[src/common/fpam_defines.svh]
`ifndef FPAM_DEFINES_SVH
`define FPAM_DEFINES_SVH

// ==========================================================
// timing
`define FPAM_CLK_NS 5
`define FPAM_SEC_NS 1000000000
`define FPAM_TICK_W 28

// ==========================================================
// value ranges, tenths of a percent of full_scale_span; delay limit in one-second ticks
`define FPAM_FLOW_LIM_MAX 11'h44c
`define FPAM_PRES_LO_MAX 10'h3e7
`define FPAM_PRES_HI_MIN 10'h001
`define FPAM_PRES_HI_MAX 10'h3e8
`define FPAM_DELAY_MAX 12'he10

// ==========================================================
// register byte offsets
`define FPAM_CTRL_OFS 8'h00
`define FPAM_FLOW_LIM_OFS 8'h04
`define FPAM_PRES_LIM_OFS 8'h08
`define FPAM_FLOW_DLY_OFS 8'h0c
`define FPAM_PRES_DLY_OFS 8'h10
`define FPAM_CLEAR_OFS 8'h14
`define FPAM_STATUS_OFS 8'h18

// ==========================================================
// control fields and reset values
`define FPAM_CTRL_FLOW_EN 0
`define FPAM_CTRL_FLOW_LATCH 1
`define FPAM_CTRL_VALVE_LSB 2
`define FPAM_CTRL_PRES_EN 4
`define FPAM_CTRL_PRES_LATCH 5
`define FPAM_CTRL_ASSIGN_LSB 8
`define FPAM_ASSIGN_RESET 4'hf
`define FPAM_HI_FIELD_LSB 16

`endif

[src/common/fpam_pkg.sv]
`default_nettype none
package fpam_pkg;
  typedef enum logic [1:0] {
    VALVE_OFF,
    VALVE_ON_HIGH,
    VALVE_ON_LOW
  } fpam_valve_sel_t;

  typedef enum logic [1:0] {
    DISP_UNITS,
    DISP_LOW,
    DISP_HIGH
  } fpam_disp_t;

  typedef struct packed {
    logic enable;
    logic latch;
    logic [11:0] act_delay;
    logic [11:0] pon_delay;
  } fpam_chan_cfg_t;

  typedef struct packed {
    logic [11:0] flow;
    logic [11:0] setpoint;
    logic [10:0] pressure;
  } fpam_readings_t;
endpackage
`default_nettype wire

[src/verilog/fpam_channel.sv]
`include "fpam_defines.svh"
`default_nettype none
module fpam_channel import fpam_pkg::*; (
  input wire logic clk_sys,
  input wire logic reset,
  input wire logic tick,
  input wire fpam_chan_cfg_t cfg,
  input wire logic clear,
  input wire logic cond_lo,
  input wire logic cond_hi,
  input wire logic [1:0] relay_assign,
  output logic alarm_lo,
  output logic alarm_hi,
  output logic relay,
  output logic pon_done
);
  logic [11:0] pon_cnt;
  logic [11:0] act_cnt;
  logic latched;
  logic armed;
  logic cond;
  logic qualified;
  logic evt;

  // ==========================================================
  // power-on hold-off, counted from reset release
  assign pon_done = pon_cnt >= cfg.pon_delay;
  always_ff @(posedge clk_sys or posedge reset) begin
    if (reset) begin
      pon_cnt <= 12'h000;
    end else if (tick && pon_cnt < `FPAM_DELAY_MAX) begin
      pon_cnt <= pon_cnt + 12'h001;
    end
  end

  // ==========================================================
  // action delay; first second may be short, ticks are free running
  assign armed = cfg.enable & pon_done;
  assign cond = (cond_lo | cond_hi) & armed;
  assign qualified = cond && act_cnt >= cfg.act_delay;
  always_ff @(posedge clk_sys or posedge reset) begin
    if (reset) begin
      act_cnt <= 12'h000;
    end else if (!cond) begin
      act_cnt <= 12'h000;
    end else if (tick && act_cnt < cfg.act_delay) begin
      act_cnt <= act_cnt + 12'h001;
    end
  end

  always_ff @(posedge clk_sys or posedge reset) begin
    if (reset) begin
      alarm_lo <= 1'b0;
      alarm_hi <= 1'b0;
    end else begin
      alarm_lo <= qualified & cond_lo;
      alarm_hi <= qualified & cond_hi;
    end
  end

  // ==========================================================
  // relay hold; a fresh event wins over a clear in the same cycle
  assign evt = |({alarm_hi, alarm_lo} & relay_assign);
  always_ff @(posedge clk_sys or posedge reset) begin
    if (reset) begin
      latched <= 1'b0;
    end else if (evt && cfg.latch) begin
      latched <= 1'b1;
    end else if (clear || !cfg.enable) begin
      latched <= 1'b0;
    end
  end

  always_ff @(posedge clk_sys or posedge reset) begin
    if (reset) begin
      relay <= 1'b0;
    end else begin
      relay <= evt | (latched & cfg.latch);
    end
  end

  // ==========================================================
  property p_pon_hold;
    @(posedge clk_sys) disable iff (reset)
    !pon_done |=> !alarm_lo && !alarm_hi;
  endproperty
  a_pon_hold: assert property (p_pon_hold) else $error("alarm before power-on delay");

  property p_restart;
    @(posedge clk_sys) disable iff (reset)
    !cond |=> act_cnt == 12'h000;
  endproperty
  a_restart: assert property (p_restart) else $error("action count kept");

  property p_act_delay;
    @(posedge clk_sys) disable iff (reset)
    $rose(alarm_lo || alarm_hi) |-> $past(act_cnt >= cfg.act_delay && cond);
  endproperty
  a_act_delay: assert property (p_act_delay) else $error("alarm before delay");

  property p_latch_hold;
    @(posedge clk_sys) disable iff (reset)
    relay && latched && cfg.latch && cfg.enable && !clear ##1 cfg.latch |-> relay;
  endproperty
  a_latch_hold: assert property (p_latch_hold) else $error("latched relay dropped");

  property p_follow;
    @(posedge clk_sys) disable iff (reset)
    !cfg.latch |=> relay == $past(evt);
  endproperty
  a_follow: assert property (p_follow) else $error("relay not following alarm");
endmodule
`default_nettype wire

[src/verilog/fpam_top.sv]
// The implementer's own choices: the APB register port and the register addresses.
`include "fpam_defines.svh"
`default_nettype none
module fpam_top import fpam_pkg::*; #(
  parameter int unsigned TICK_CYCLES = `FPAM_SEC_NS / `FPAM_CLK_NS
) (
  input wire logic clk_sys,
  input wire logic reset,
  input wire logic psel,
  input wire logic penable,
  input wire logic pwrite,
  input wire logic [7:0] paddr,
  input wire logic [31:0] pwdata,
  output logic [31:0] prdata,
  output logic pready,
  output logic pslverr,
  input wire fpam_readings_t readings,
  output logic relay_output,
  output logic valve_energize,
  output fpam_disp_t flow_display,
  output fpam_disp_t pres_display
);
  localparam logic [`FPAM_TICK_W-1:0] TICK_LAST = `FPAM_TICK_W'(TICK_CYCLES - 1);

  logic flow_en;
  logic flow_latch;
  logic pres_en;
  logic pres_latch;
  fpam_valve_sel_t valve_sel;
  logic [3:0] relay_assign;
  logic [10:0] flow_lo_lim;
  logic [10:0] flow_hi_lim;
  logic [9:0] pres_lo_lim;
  logic [9:0] pres_hi_lim;
  logic [11:0] flow_act;
  logic [11:0] flow_pon;
  logic [11:0] pres_act;
  logic [11:0] pres_pon;
  logic flow_clear;
  logic pres_clear;
  logic [`FPAM_TICK_W-1:0] tick_cnt;
  logic tick;
  logic [11:0] deviation;
  logic flow_lo_cond;
  logic flow_hi_cond;
  logic pres_lo_cond;
  logic pres_hi_cond;
  logic flow_lo_alarm;
  logic flow_hi_alarm;
  logic pres_lo_alarm;
  logic pres_hi_alarm;
  logic flow_relay;
  logic pres_relay;
  logic flow_pon_done;
  logic pres_pon_done;
  logic flow_phase;
  logic pres_phase;
  logic wr_en;
  logic mapped;
  logic [31:0] next_prdata;
  fpam_chan_cfg_t flow_cfg;
  fpam_chan_cfg_t pres_cfg;

  // ==========================================================
  // helpers
  function automatic logic [11:0] clamp12(input logic [11:0] v, input logic [11:0] lo,
                                          input logic [11:0] hi);
    if (v < lo) begin
      clamp12 = lo;
    end else if (v > hi) begin
      clamp12 = hi;
    end else begin
      clamp12 = v;
    end
  endfunction

  function automatic fpam_disp_t disp_code(input logic lo, input logic hi, input logic phase);
    if (hi && phase) begin
      disp_code = DISP_HIGH;
    end else if (lo && phase) begin
      disp_code = DISP_LOW;
    end else begin
      disp_code = DISP_UNITS;
    end
  endfunction

  // ==========================================================
  // one-second enable
  always_ff @(posedge clk_sys or posedge reset) begin
    if (reset) begin
      tick_cnt <= '0;
    end else if (tick) begin
      tick_cnt <= '0;
    end else begin
      tick_cnt <= tick_cnt + `FPAM_TICK_W'(1);
    end
  end
  assign tick = tick_cnt == TICK_LAST;

  // ==========================================================
  // apb slave, zero wait states
  assign pready = 1'b1;
  assign wr_en = psel && penable && pwrite;
  always_comb begin
    mapped = 1'b1;
    next_prdata = 32'h0000_0000;
    case (paddr)
      `FPAM_CTRL_OFS: begin
        next_prdata[`FPAM_CTRL_FLOW_EN] = flow_en;
        next_prdata[`FPAM_CTRL_FLOW_LATCH] = flow_latch;
        next_prdata[`FPAM_CTRL_VALVE_LSB +: 2] = valve_sel;
        next_prdata[`FPAM_CTRL_PRES_EN] = pres_en;
        next_prdata[`FPAM_CTRL_PRES_LATCH] = pres_latch;
        next_prdata[`FPAM_CTRL_ASSIGN_LSB +: 4] = relay_assign;
      end
      `FPAM_FLOW_LIM_OFS: begin
        next_prdata[10:0] = flow_lo_lim;
        next_prdata[`FPAM_HI_FIELD_LSB +: 11] = flow_hi_lim;
      end
      `FPAM_PRES_LIM_OFS: begin
        next_prdata[9:0] = pres_lo_lim;
        next_prdata[`FPAM_HI_FIELD_LSB +: 10] = pres_hi_lim;
      end
      `FPAM_FLOW_DLY_OFS: begin
        next_prdata[11:0] = flow_act;
        next_prdata[`FPAM_HI_FIELD_LSB +: 12] = flow_pon;
      end
      `FPAM_PRES_DLY_OFS: begin
        next_prdata[11:0] = pres_act;
        next_prdata[`FPAM_HI_FIELD_LSB +: 12] = pres_pon;
      end
      `FPAM_CLEAR_OFS: begin
        next_prdata = 32'h0000_0000;
      end
      `FPAM_STATUS_OFS: begin
        next_prdata[11:0] = {pres_hi_cond, pres_lo_cond, flow_hi_cond, flow_lo_cond,
                             pres_pon_done, flow_pon_done, valve_energize, relay_output,
                             pres_hi_alarm, pres_lo_alarm, flow_hi_alarm, flow_lo_alarm};
      end
      default: begin
        mapped = 1'b0;
      end
    endcase
  end
  assign pslverr = psel && penable && !mapped;

  // read data captured in the setup cycle, stable through the access phase
  always_ff @(posedge clk_sys or posedge reset) begin
    if (reset) begin
      prdata <= 32'h0000_0000;
    end else if (psel && !penable && !pwrite) begin
      prdata <= next_prdata;
    end
  end

  always_ff @(posedge clk_sys or posedge reset) begin
    if (reset) begin
      flow_en <= 1'b0;
      flow_latch <= 1'b0;
      valve_sel <= VALVE_OFF;
      pres_en <= 1'b0;
      pres_latch <= 1'b0;
      relay_assign <= `FPAM_ASSIGN_RESET;
    end else if (wr_en && paddr == `FPAM_CTRL_OFS) begin
      flow_en <= pwdata[`FPAM_CTRL_FLOW_EN];
      flow_latch <= pwdata[`FPAM_CTRL_FLOW_LATCH];
      pres_en <= pwdata[`FPAM_CTRL_PRES_EN];
      pres_latch <= pwdata[`FPAM_CTRL_PRES_LATCH];
      relay_assign <= pwdata[`FPAM_CTRL_ASSIGN_LSB +: 4];
      // the unused fourth code falls back to no valve action
      case (pwdata[`FPAM_CTRL_VALVE_LSB +: 2])
        2'h1: valve_sel <= VALVE_ON_HIGH;
        2'h2: valve_sel <= VALVE_ON_LOW;
        default: valve_sel <= VALVE_OFF;
      endcase
    end
  end

  // out-of-range writes are clamped rather than refused
  always_ff @(posedge clk_sys or posedge reset) begin
    if (reset) begin
      flow_lo_lim <= 11'h000;
      flow_hi_lim <= 11'h000;
      pres_lo_lim <= 10'h000;
      pres_hi_lim <= `FPAM_PRES_HI_MAX;
    end else if (wr_en && paddr == `FPAM_FLOW_LIM_OFS) begin
      flow_lo_lim <= 11'(clamp12({1'b0, pwdata[10:0]}, 12'h000,
                                 {1'b0, `FPAM_FLOW_LIM_MAX}));
      flow_hi_lim <= 11'(clamp12({1'b0, pwdata[26:16]}, 12'h000,
                                 {1'b0, `FPAM_FLOW_LIM_MAX}));
    end else if (wr_en && paddr == `FPAM_PRES_LIM_OFS) begin
      pres_lo_lim <= 10'(clamp12({2'h0, pwdata[9:0]}, 12'h000,
                                 {2'h0, `FPAM_PRES_LO_MAX}));
      pres_hi_lim <= 10'(clamp12({2'h0, pwdata[25:16]}, {2'h0, `FPAM_PRES_HI_MIN},
                                 {2'h0, `FPAM_PRES_HI_MAX}));
    end
  end

  always_ff @(posedge clk_sys or posedge reset) begin
    if (reset) begin
      flow_act <= 12'h000;
      flow_pon <= 12'h000;
      pres_act <= 12'h000;
      pres_pon <= 12'h000;
    end else if (wr_en && paddr == `FPAM_FLOW_DLY_OFS) begin
      flow_act <= clamp12(pwdata[11:0], 12'h000, `FPAM_DELAY_MAX);
      flow_pon <= clamp12(pwdata[27:16], 12'h000, `FPAM_DELAY_MAX);
    end else if (wr_en && paddr == `FPAM_PRES_DLY_OFS) begin
      pres_act <= clamp12(pwdata[11:0], 12'h000, `FPAM_DELAY_MAX);
      pres_pon <= clamp12(pwdata[27:16], 12'h000, `FPAM_DELAY_MAX);
    end
  end

  assign flow_clear = wr_en && paddr == `FPAM_CLEAR_OFS && pwdata[0];
  assign pres_clear = wr_en && paddr == `FPAM_CLEAR_OFS && pwdata[1];

  // ==========================================================
  // limit comparisons
  assign deviation = (readings.flow >= readings.setpoint) ?
                     readings.flow - readings.setpoint :
                     readings.setpoint - readings.flow;
  assign flow_lo_cond = deviation >= {1'b0, flow_lo_lim} &&
                        readings.flow < readings.setpoint;
  assign flow_hi_cond = deviation >= {1'b0, flow_hi_lim} &&
                        readings.flow > readings.setpoint;
  assign pres_lo_cond = readings.pressure < {1'b0, pres_lo_lim};
  assign pres_hi_cond = readings.pressure > {1'b0, pres_hi_lim};

  // ==========================================================
  // channels
  assign flow_cfg = '{enable: flow_en, latch: flow_latch, act_delay: flow_act,
                      pon_delay: flow_pon};
  assign pres_cfg = '{enable: pres_en, latch: pres_latch, act_delay: pres_act,
                      pon_delay: pres_pon};

  fpam_channel u_flow (
    .clk_sys(clk_sys),
    .reset(reset),
    .tick(tick),
    .cfg(flow_cfg),
    .clear(flow_clear),
    .cond_lo(flow_lo_cond),
    .cond_hi(flow_hi_cond),
    .relay_assign(relay_assign[1:0]),
    .alarm_lo(flow_lo_alarm),
    .alarm_hi(flow_hi_alarm),
    .relay(flow_relay),
    .pon_done(flow_pon_done)
  );

  fpam_channel u_pres (
    .clk_sys(clk_sys),
    .reset(reset),
    .tick(tick),
    .cfg(pres_cfg),
    .clear(pres_clear),
    .cond_lo(pres_lo_cond),
    .cond_hi(pres_hi_cond),
    .relay_assign(relay_assign[3:2]),
    .alarm_lo(pres_lo_alarm),
    .alarm_hi(pres_hi_alarm),
    .relay(pres_relay),
    .pon_done(pres_pon_done)
  );

  // ==========================================================
  // outputs
  always_ff @(posedge clk_sys or posedge reset) begin
    if (reset) begin
      relay_output <= 1'b0;
    end else begin
      relay_output <= flow_relay | pres_relay;
    end
  end

  // valve closes while the alarm stands, not while only the relay is latched
  always_ff @(posedge clk_sys or posedge reset) begin
    if (reset) begin
      valve_energize <= 1'b1;
    end else begin
      valve_energize <= !((valve_sel == VALVE_ON_HIGH && flow_hi_alarm) ||
                          (valve_sel == VALVE_ON_LOW && flow_lo_alarm));
    end
  end

  // warning shown first, then units, swapping on every one-second tick
  always_ff @(posedge clk_sys or posedge reset) begin
    if (reset) begin
      flow_phase <= 1'b1;
      pres_phase <= 1'b1;
    end else begin
      flow_phase <= !(flow_lo_alarm || flow_hi_alarm) ? 1'b1 : flow_phase ^ tick;
      pres_phase <= !(pres_lo_alarm || pres_hi_alarm) ? 1'b1 : pres_phase ^ tick;
    end
  end

  always_ff @(posedge clk_sys or posedge reset) begin
    if (reset) begin
      flow_display <= DISP_UNITS;
      pres_display <= DISP_UNITS;
    end else begin
      flow_display <= disp_code(flow_lo_alarm, flow_hi_alarm, flow_phase);
      pres_display <= disp_code(pres_lo_alarm, pres_hi_alarm, pres_phase);
    end
  end

  // ==========================================================
  // checks
  property p_flow_lo_dir;
    @(posedge clk_sys) disable iff (reset)
    $rose(flow_lo_alarm) |-> $past(readings.flow < readings.setpoint && deviation >=
                                   {1'b0, flow_lo_lim});
  endproperty
  a_flow_lo_dir: assert property (p_flow_lo_dir) else $error("low flow wrong side");

  property p_flow_hi_dir;
    @(posedge clk_sys) disable iff (reset)
    $rose(flow_hi_alarm) |-> $past(readings.flow > readings.setpoint);
  endproperty
  a_flow_hi_dir: assert property (p_flow_hi_dir) else $error("high flow wrong side");

  property p_flow_immediate;
    @(posedge clk_sys) disable iff (reset)
    flow_en && flow_pon_done && flow_act == 12'h000 && flow_lo_cond |=> flow_lo_alarm;
  endproperty
  a_flow_immediate: assert property (p_flow_immediate) else $error("no flow alarm");

  property p_flow_off;
    @(posedge clk_sys) disable iff (reset)
    !flow_en ##1 !flow_en |-> !flow_lo_alarm && !flow_hi_alarm;
  endproperty
  a_flow_off: assert property (p_flow_off) else $error("flow alarm while disabled");

  property p_pres_off;
    @(posedge clk_sys) disable iff (reset)
    !pres_en ##1 !pres_en |-> !pres_lo_alarm && !pres_hi_alarm;
  endproperty
  a_pres_off: assert property (p_pres_off) else $error("pressure alarm while off");

  property p_limits;
    @(posedge clk_sys) disable iff (reset)
    flow_lo_lim <= `FPAM_FLOW_LIM_MAX && flow_hi_lim <= `FPAM_FLOW_LIM_MAX &&
    pres_lo_lim <= `FPAM_PRES_LO_MAX &&
    pres_hi_lim >= `FPAM_PRES_HI_MIN && pres_hi_lim <= `FPAM_PRES_HI_MAX;
  endproperty
  a_limits: assert property (p_limits) else $error("limit out of range");

  property p_pres_lo;
    @(posedge clk_sys) disable iff (reset)
    $rose(pres_lo_alarm) |-> $past(readings.pressure < {1'b0, pres_lo_lim});
  endproperty
  a_pres_lo: assert property (p_pres_lo) else $error("low pressure not below");

  property p_pres_hi;
    @(posedge clk_sys) disable iff (reset)
    $rose(pres_hi_alarm) |-> $past(readings.pressure > {1'b0, pres_hi_lim});
  endproperty
  a_pres_hi: assert property (p_pres_hi) else $error("high pressure not above");

  property p_valve;
    @(posedge clk_sys) disable iff (reset)
    valve_sel == VALVE_ON_HIGH && flow_hi_alarm |=> !valve_energize;
  endproperty
  a_valve: assert property (p_valve) else $error("valve not closed");

  property p_flow_disp;
    @(posedge clk_sys) disable iff (reset)
    flow_display != DISP_UNITS |-> $past(flow_lo_alarm || flow_hi_alarm);
  endproperty
  a_flow_disp: assert property (p_flow_disp) else $error("flow warning without alarm");
endmodule
`default_nettype wire
[config.mk]
export PLATFORM = sky130hd
export DESIGN_NAME = fpam_top
export DESIGN_NICKNAME = d
export VERILOG_FILES = /design/src/common/fpam_pkg.sv /design/src/verilog/fpam_channel.sv /design/src/verilog/fpam_top.sv
export VERILOG_INCLUDE_DIRS = /design/src /design/src/common
export SDC_FILE = /design/constraint.sdc
export NUM_CORES = 1
export LEC_CHECK = 0
export BUFFER_PORTS_ARGS = -buffer_cell sky130_fd_sc_hd__buf_2
export CAP_MARGIN = 20
export CELL_PAD_IN_SITES_DETAIL_PLACEMENT = 0
export CELL_PAD_IN_SITES_GLOBAL_PLACEMENT = 2
export CORE_MARGIN = 3
export CORE_UTILIZATION = 34
export CTS_CLUSTER_DIAMETER = 50
export CTS_CLUSTER_SIZE = 10
export DETAILED_ROUTE_END_ITERATION = 10
export PLACE_DENSITY = 0.79
export SLEW_MARGIN = 20
export SYNTH_ARGS = -nofsm -noshare
export SYNTH_HDL_FRONTEND = slang
export SYNTH_SLANG_ARGS = --single-unit
[constraint.sdc]
create_clock -name clk_sys -period 6.7 [get_ports clk_sys]
set_clock_uncertainty 0.15 [all_clocks]
set_input_delay 0.335 -clock clk_sys [delete_from_list [all_inputs] [get_ports clk_sys]]
set_output_delay 0.335 -clock clk_sys [all_outputs]
set_load 0.02 [all_outputs]
==> flow_summary_export.csv, run 1 <==
group,metric,value,unit
outcome,status,"finished clean",
synth,yosys.area.top_type,"dfrtp_1",
timing,worst_pin_slew,1.04,ns
route,totalWireLength,38.8,mm
timing,max_freq,200,MHz
synth,async_reset_ff_share,100,%
clocking,cts_tree,"built",
final_layout,syn_to_final_growth,15.1,%
timing,hold_viol_final,0,
critical_path,cp-start-kind,"input pin",
critical_path,crit_fanout,19,
critical_path,worst-r2r-cell-count,10,
timing,period_needed,5.01,ns
critical_path,end_kind,"flip-flop",
run,maxCapViolations,0,
final_layout,largest_register_ffs,28,
route,antenna_left,0,
clocking,hold_buffers,22,
final_layout,drive_gt1_share,14.3,%
final_layout,fill_cells,4001,
placed_design,port_buffers,102,
final_layout,fin_nets,1761,
final_layout,final_util,39.8,%
synth,synth_xor_area_share,4.58,%
placed_design,hpwl,29.0,mm
critical_path,cp_cell_sequence,"buf_2 > inv_1 > ha_1 > inv_1 > fa_1 > a211oi_1 > o211ai_1 > and2_1 > o21ai_4 > mux2i_1 > o21ai_0 > a21oi_1 > xnor2_1 > ha_1 > a21oi_1 > nand2_1 > a41o_1 > a31oi_1 > o221ai_1 > a31oi_1 > nand2_1 > and2_1",
hold_path,hold_end,"flow_lo_lim[9]",
timing,finalSetupViolations,0,
placed_design,placed_area,0.0143,mm^2
placed_design,gp_congestion,0.842,
clocking,cts-resized-gates,0,
pwr,p_per_area,207,mW/mm^2
floorplanning,core,0.0387,mm^2
critical_path,regToRegEndpoint,"u_pres.act_cnt[6]",
clocking,post-cts-setup-buffers,0,
route,viasPerCell,5.14,
synth,syn_area_per_cell,9.18,um^2
floorplanning,io_pins,120,
hold_path,hp-start,"pwdata[9]",
synth,synthAdderAreaFrac,11.2,%
floorplanning,num_rows,72,
final_layout,largest-register,"tick_cnt",
clocking,clockBufferDepth,3,
route,drt-initial-drc-count,537,
synth,synth_compound_area_share,14.6,%
synth,seq_area_frac_synth,40.5,%
route,firstDrtPassIters,4,
global_route,grt_usage,18.6,%
synth,yosysWarnings,0,
pwr,p_leak,7.32,nW
synth,synth-seq-cells,216,
critical_path,cp.arrival,5.30,ns
critical_path,cp_slowest_cell,"o21ai_4",
floorplanning,initial_core_util,34.5,%
synth,synth_mux_area_share,5.35,%
synth,synth_common_cells,"203 x dfrtp_1, 170 x nand2_1, 132 x inv_1",
pwr,peakVddDrop,0.146,mV
synth,synth.area.top_cells,"dfrtp_1 38%, ha_1 11%, nand2_1 4.8%, o21ai_0 4.4%, inv_1 3.7%",
synth,synth-simple-area-share,17.6,%
final_layout,reg_top3,"tick_cnt (28), prdata (24)",
timing,slew_headroom,30.2,%
hold_path,hold_class,"input pin to flip-flop",
floorplanning,fp.dieArea,0.0418,mm^2
synth,synth.most_common_cell,"dfrtp_1",
clocking,clock_sink_count,216,
global_route,overflow,0,
clocking,clk_latency,0.56,ns
timing,slew_violations,0,
clocking,cts_buffers,29,
clocking,clkSlewWorstSetupHoldPaths,0.05,ns
synth,synth_top_area_share,38.0,%
route,routedWlPerCell,18.5,um
critical_path,path_buf_inv,3,
floorplanning,fp.dieW,204,um
global_route,grt_antenna_before_repair,2,
global_route,grt_pass1_wl,61.5,mm
timing,fin_crit_sh,74.8,%
critical_path,cp_top_family,"compound AO/OA/AOI/OAI gates",
clocking,root_buffer,"clkbuf_16",
timing,rsz0062_at_grt,"false",
critical_path,reg2reg_slack,3.36,ns
clocking,htreeDepth,1,
global_route,grt_max_degree,151,
synth,synth.distinct_cells,83,
critical_path,reg2reg_from,"pres_hi_lim[2]",
synth,synthCells,1457,
global_route,grt_pass1_vias,10700,
route,remaining_drc_errors,0,
timing,finalSetupTns,0,ns
synth,synth_enable_flop_cells,0,
hold_path,min_delay_path_depth,3,
critical_path,max_stage_delay,0.51,ns
synth,syn-cell-area,0.0134,mm^2
critical_path,critical_path_class,"input pin to flip-flop",
synth,synth-main-ff-cell,"dfrtp_1",
floorplanning,die_h,204,um
synth,synth_top_family_by_area,"simple AND/OR/NAND/NOR gates",
route,via_count,10800,
final_layout,fin_area,0.0154,mm^2
critical_path,required,6.99,ns
==> per-layer routing <==
layer  track usage, %  vias to the layer above  routed length, um  part of all wire, %
met3             2.04                       44               1780                  4.6
met5                0                        -                  0                    0
met1             27.7                     5243              19200                   49
li1                 -                     5274                  -                    -
met2             28.8                      248              17000                   44
met4             4.84                        0                836                  2.2
==> stage by stage <==
step / worst slack (ns) / hold WS (ns) / power, mW / instances
after floorplan: 0.329 / 0.260 / 1.64 / 1464
after global placement: 1.22 / 0.265 / 1.78 / 2027
after detailed placement: 1.17 / 0.271 / 1.79 / 2027
after CTS: 1.75 / 0.0103 / 3.22 / 2101
after global routing: 1.30 / 0.0456 / 3.32 / 2102
final: 1.69 / 0.0299 / 3.19 / 2102
==> report_power, final <==
| part | total [mW] | internal (mW) | leakage (nW) | switching [mW] |
|---|---|---|---|---|
| sequential | 1.35 | 1.33 | 2.81 | 0.0176 |
| clock | 1.41 | 0.818 | 0.417 | 0.596 |
| combinational | 0.429 | 0.151 | 4.09 | 0.278 |
| total | 3.19 | 2.30 | 7.32 | 0.891 |
==> worst register-to-register path, cell delays in order (launching register included) <==
cell,delay (ns)
dfrtp_1,0.39
inv_1,0.09
ha_1,0.30
a21o_1,0.18
a21o_1,0.17
a211oi_1,0.23
o21ai_0,0.12
a2111oi_0,0.39
a31oi_1,0.16
o211ai_1,0.87
nor2_1,0.14
==> area by class of cell <==
| cell class | instances | area (um^2) | area share, % |
|---|---|---|---|
| inverters | 132 | 508 | 3.30 |
| diodes | 1 | 2.50 | 0.0163 |
| clock inverters | 10 | 58.8 | 0.382 |
| multi-input cells | 1052 | 7180 | 46.6 |
| clock buffers | 42 | 795 | 5.16 |
| flip-flops and latches | 216 | 5420 | 35.2 |
| repair buffers | 131 | 783 | 5.09 |
| well taps | 518 | 648 | 4.21 |
==> cell families after synthesis <==
family | Yosys count
xor gates and xnor gates | 70
and+or+nand+nor | 489
muxes | 54
DFF | 216
buffers and inverters | 196
other | 2
AOI/OAI and AO/OA | 311
adders and majority gates | 119
==> cell usage in the layout, fill, tap and decap left out, types with 13 or more instances in the layout <==
master	count
dfrtp_1	203
nand2_1	169
inv_1	131
o21ai_0	118
ha_1	117
nor2_1	114
buf_2	102
a21oi_1	65
nand3_1	39
xnor2_1	38
xor2_1	32
nand4_1	31
clkbuf_16	29
nor3_1	24
mux2_2	23
and3_1	22
dlygate4sd3_1	22
a21o_1	20
a22o_1	14
nand2b_1	13
mux2i_1	13
nor2b_1	13
and2_1	13
dfstp_2	13
==> how the worst max path moves through the flow <==
stage,start,to,slack [ns],cells past startpoint
after CTS,readings[23],u_flow.act_cnt[0],1.75,22
after global routing,readings[23],u_flow.act_cnt[4],1.30,22
after detailed placement,readings[23],u_flow.act_cnt[2],1.17,22
after floorplan,reset,flow_act[0],0.33,1
final,readings[23],u_flow.act_cnt[0],1.69,22
after global placement,readings[23],u_flow.act_cnt[4],1.22,22
Note: power is estimated with default switching activity, not from simulation.
==> run 2: changes to the inputs <==
Settings changed: CORE_UTILIZATION 34 to 38, PLACE_DENSITY 0.79 to 0.84.
Clock period 6.7 ns to 5.1 ns, I/O delays scaled along.
==> run 2 against run 1 <==
Net effect:
- non-clock buffer count rose by 9
- sequential share of layout area shrank 0.32 points
- total power increased by 39%
- clock power grew 50%
- die area fell by 10%
- global-route usage increased by 1.2 points
- combinational power is 31% higher
- critical path depth rose by 1
- via count shrank 0.28%
==> flow_summary_export.csv, run 2 (synthesized netlist as in run 1, its figures left out) <==
group,metric,value,unit
outcome,status,"finished clean",
timing,slew_violations,0,
timing,worst_pin_slew,1.05,ns
final_layout,syn_to_final_growth,16.2,%
global_route,grt_pass1_vias,10500,
critical_path,cp_slowest_cell,"fa_1",
timing,slew_headroom,30.3,%
placed_design,hpwl,28.7,mm
route,totalWireLength,38.0,mm
final_layout,multi_input_area,0.00718,mm^2
global_route,grt_usage,19.9,%
run,maxCapViolations,0,
critical_path,cp_top_family,"compound AO/OA/AOI/OAI gates",
timing,hold_viol_final,0,
clocking,post-cts-setup-buffers,0,
hold_path,hold_class,"input pin to flip-flop",
critical_path,max_stage_delay,0.41,ns
critical_path,required,5.37,ns
critical_path,crit_fanout,9,
placed_design,port_buffers,102,
final_layout,fin_area,0.0155,mm^2
clocking,cts-resized-gates,0,
clocking,cts_tree,"built",
final_layout,drive_gt1_share,14.7,%
route,drt-initial-drc-count,678,
placed_design,gp_congestion,0.865,
pwr,p_leak,7.43,nW
final_layout,layout_commonest_cell,"dfrtp_1",
clocking,clockBufferDepth,3,
clocking,htreeDepth,1,
final_layout,seq_area,0.00542,mm^2
route,antenna_left,0,
route,via_count,10800,
timing,finalSetupViolations,0,
route,viasPerCell,5.26,
final_layout,final_cell_count_no_fill,2051,
floorplanning,io_pins,120,
pwr,netSwitchingFraction,25.9,%
global_route,grt_pass1_wl,60.1,mm
floorplanning,fp.dieW,194,um
clocking,clkSlewWorstSetupHoldPaths,0.05,ns
final_layout,reg_top3,"tick_cnt (28), prdata (24)",
global_route,grt_antenna_before_repair,1,
timing,period_needed,4.31,ns
route,firstDrtPassIters,5,
pwr,p_total,4.44,mW
clocking,clock_sink_count,216,
global_route,overflow,0,
critical_path,path_buf_inv,4,
timing,max_freq,232,MHz
pwr,peakVddDrop,0.228,mV
critical_path,end_kind,"flip-flop",
final_layout,largest_register_ffs,28,
final_layout,diodes,0,
pwr,p_clk_share,47.5,%
route,remaining_drc_errors,0,
clocking,root_buffer,"clkbuf_16",
critical_path,cp_cell_sequence,"buf_2 > inv_1 > ha_1 > inv_1 > fa_1 > a211oi_1 > o211ai_1 > and2_1 > o21ai_4 > buf_4 > mux2_2 > o311ai_1 > a221oi_2 > xnor2_1 > ha_1 > a21o_1 > a21oi_1 > o2111ai_1 > nand2_1 > nor4_1 > a31oi_1 > nand2_1 > and2_1",
final_layout,fill_cells,3362,
route,routedWlPerCell,18.5,um
floorplanning,initial_core_util,38.6,%
pwr,switchingPower,1.15,mW
floorplanning,core,0.0346,mm^2
clocking,clk_latency,0.55,ns
floorplanning,num_rows,68,
final_layout,final_util,44.9,%
timing,fin_crit_sh,84.6,%
critical_path,critical_path_class,"input pin to flip-flop",
pwr,combPwrFrac,12.6,%
clocking,cts_buffers,30,
critical_path,cp.arrival,4.58,ns
placed_design,placed_area,0.0143,mm^2
global_route,grt_max_degree,142,
floorplanning,die_h,194,um
pwr,pwr-share-seq,39.9,%
critical_path,cp-start-kind,"input pin",
final_layout,final_cell_mix,"203 x dfrtp_1, 170 x nand2_1, 131 x inv_1, 118 x o21ai_0, 117 x ha_1",
pwr,p_per_area,286,mW/mm^2
placed_design,dp.cells,1970,
timing,finalSetupTns,0,ns
timing,rsz0062_at_grt,"false",
final_layout,fin_nets,1771,
pwr,internal_power,3.29,mW
floorplanning,fp.dieArea,0.0375,mm^2
final_layout,largest-register,"tick_cnt",
[run 2: cell count changes in the layout (fill, tap and decap cells not counted), sizes merged]
cell         change
buf              +6
bufinv           +4
clkbuf           +3
clkinv           -3
dlygate4sd3      +3
diode            -1
[run 2: worst reg2reg max path, stage by stage, from the launching register on]
cell       delay, ns
dfrtp_1         0.36
inv_1           0.07
ha_1            0.29
a21o_1          0.19
a21o_1          0.18
a211oi_1        0.27
o21ai_0         0.13
a2111oi_0       0.41
a31oi_1         0.18
o211ai_1        0.84
nor2_1          0.13
[run 2: worst paths after layout]
path / start / end / slack [ns] / cells past startpoint
setup / recovery: readings[23] / u_flow.act_cnt[2] / 0.79 / 23
hold / removal: paddr[3] / prdata[8] / 0.06 / 3
setup reg to reg: pres_hi_lim[2] / u_pres.act_cnt[4] / 1.74 / 10
hold reg to reg: u_pres.relay / relay_output / 0.29 / 1
max in group asynchronous: reset / flow_lo_lim[3] / 3.67 / 4
min in group asynchronous: reset / pres_display[1] / 0.34 / 4
[run 2: per-stage QoR]
stage	hold slack, ns	worst slack [ns]
floorplan	0.222	0.863
global placement	0.264	0.292
detailed placement	0.278	0.250
CTS	0.0363	0.792
global route	0.0458	0.371
finish	0.0557	0.786
[run 2: timing repair]
action | CTS | global route
endpoints found under the hold margin | 287 | 0
endpoints found under the setup margin | 0 | 0
hold buffers | 25 | 0
[run 2: final cells by class]
class                   count  area share, %
clock inverters            11           1.04
well taps                 455           3.66
multi-input cells        1052           46.2
inverters                 132           3.21
clock buffers              45           5.39
repair buffers            140           5.60
flip-flops and latches    216           34.9
[run 2: layer usage]
| metal | vias up | global-route usage (%) | wire length, um |
|---|---|---|---|
| met5 | - | 0 | 0 |
| met4 | 0 | 4.53 | 683 |
| met3 | 52 | 2.56 | 1790 |
| met2 | 247 | 31.3 | 17200 |
| met1 | 5180 | 29.3 | 18300 |
| li1 | 5300 | - | - |
[run 2: power by group through the flow]
| stage | registers (mW) | logic, mW | clock network (mW) |
|---|---|---|---|
| floorplan | 1.82 | 0.336 | 0 |
| global placement | 1.80 | 0.540 | 0 |
| detailed placement | 1.80 | 0.548 | 0 |
| CTS | 1.77 | 0.566 | 2.15 |
| global route | 1.77 | 0.632 | 2.23 |
| finish | 1.77 | 0.560 | 2.11 |
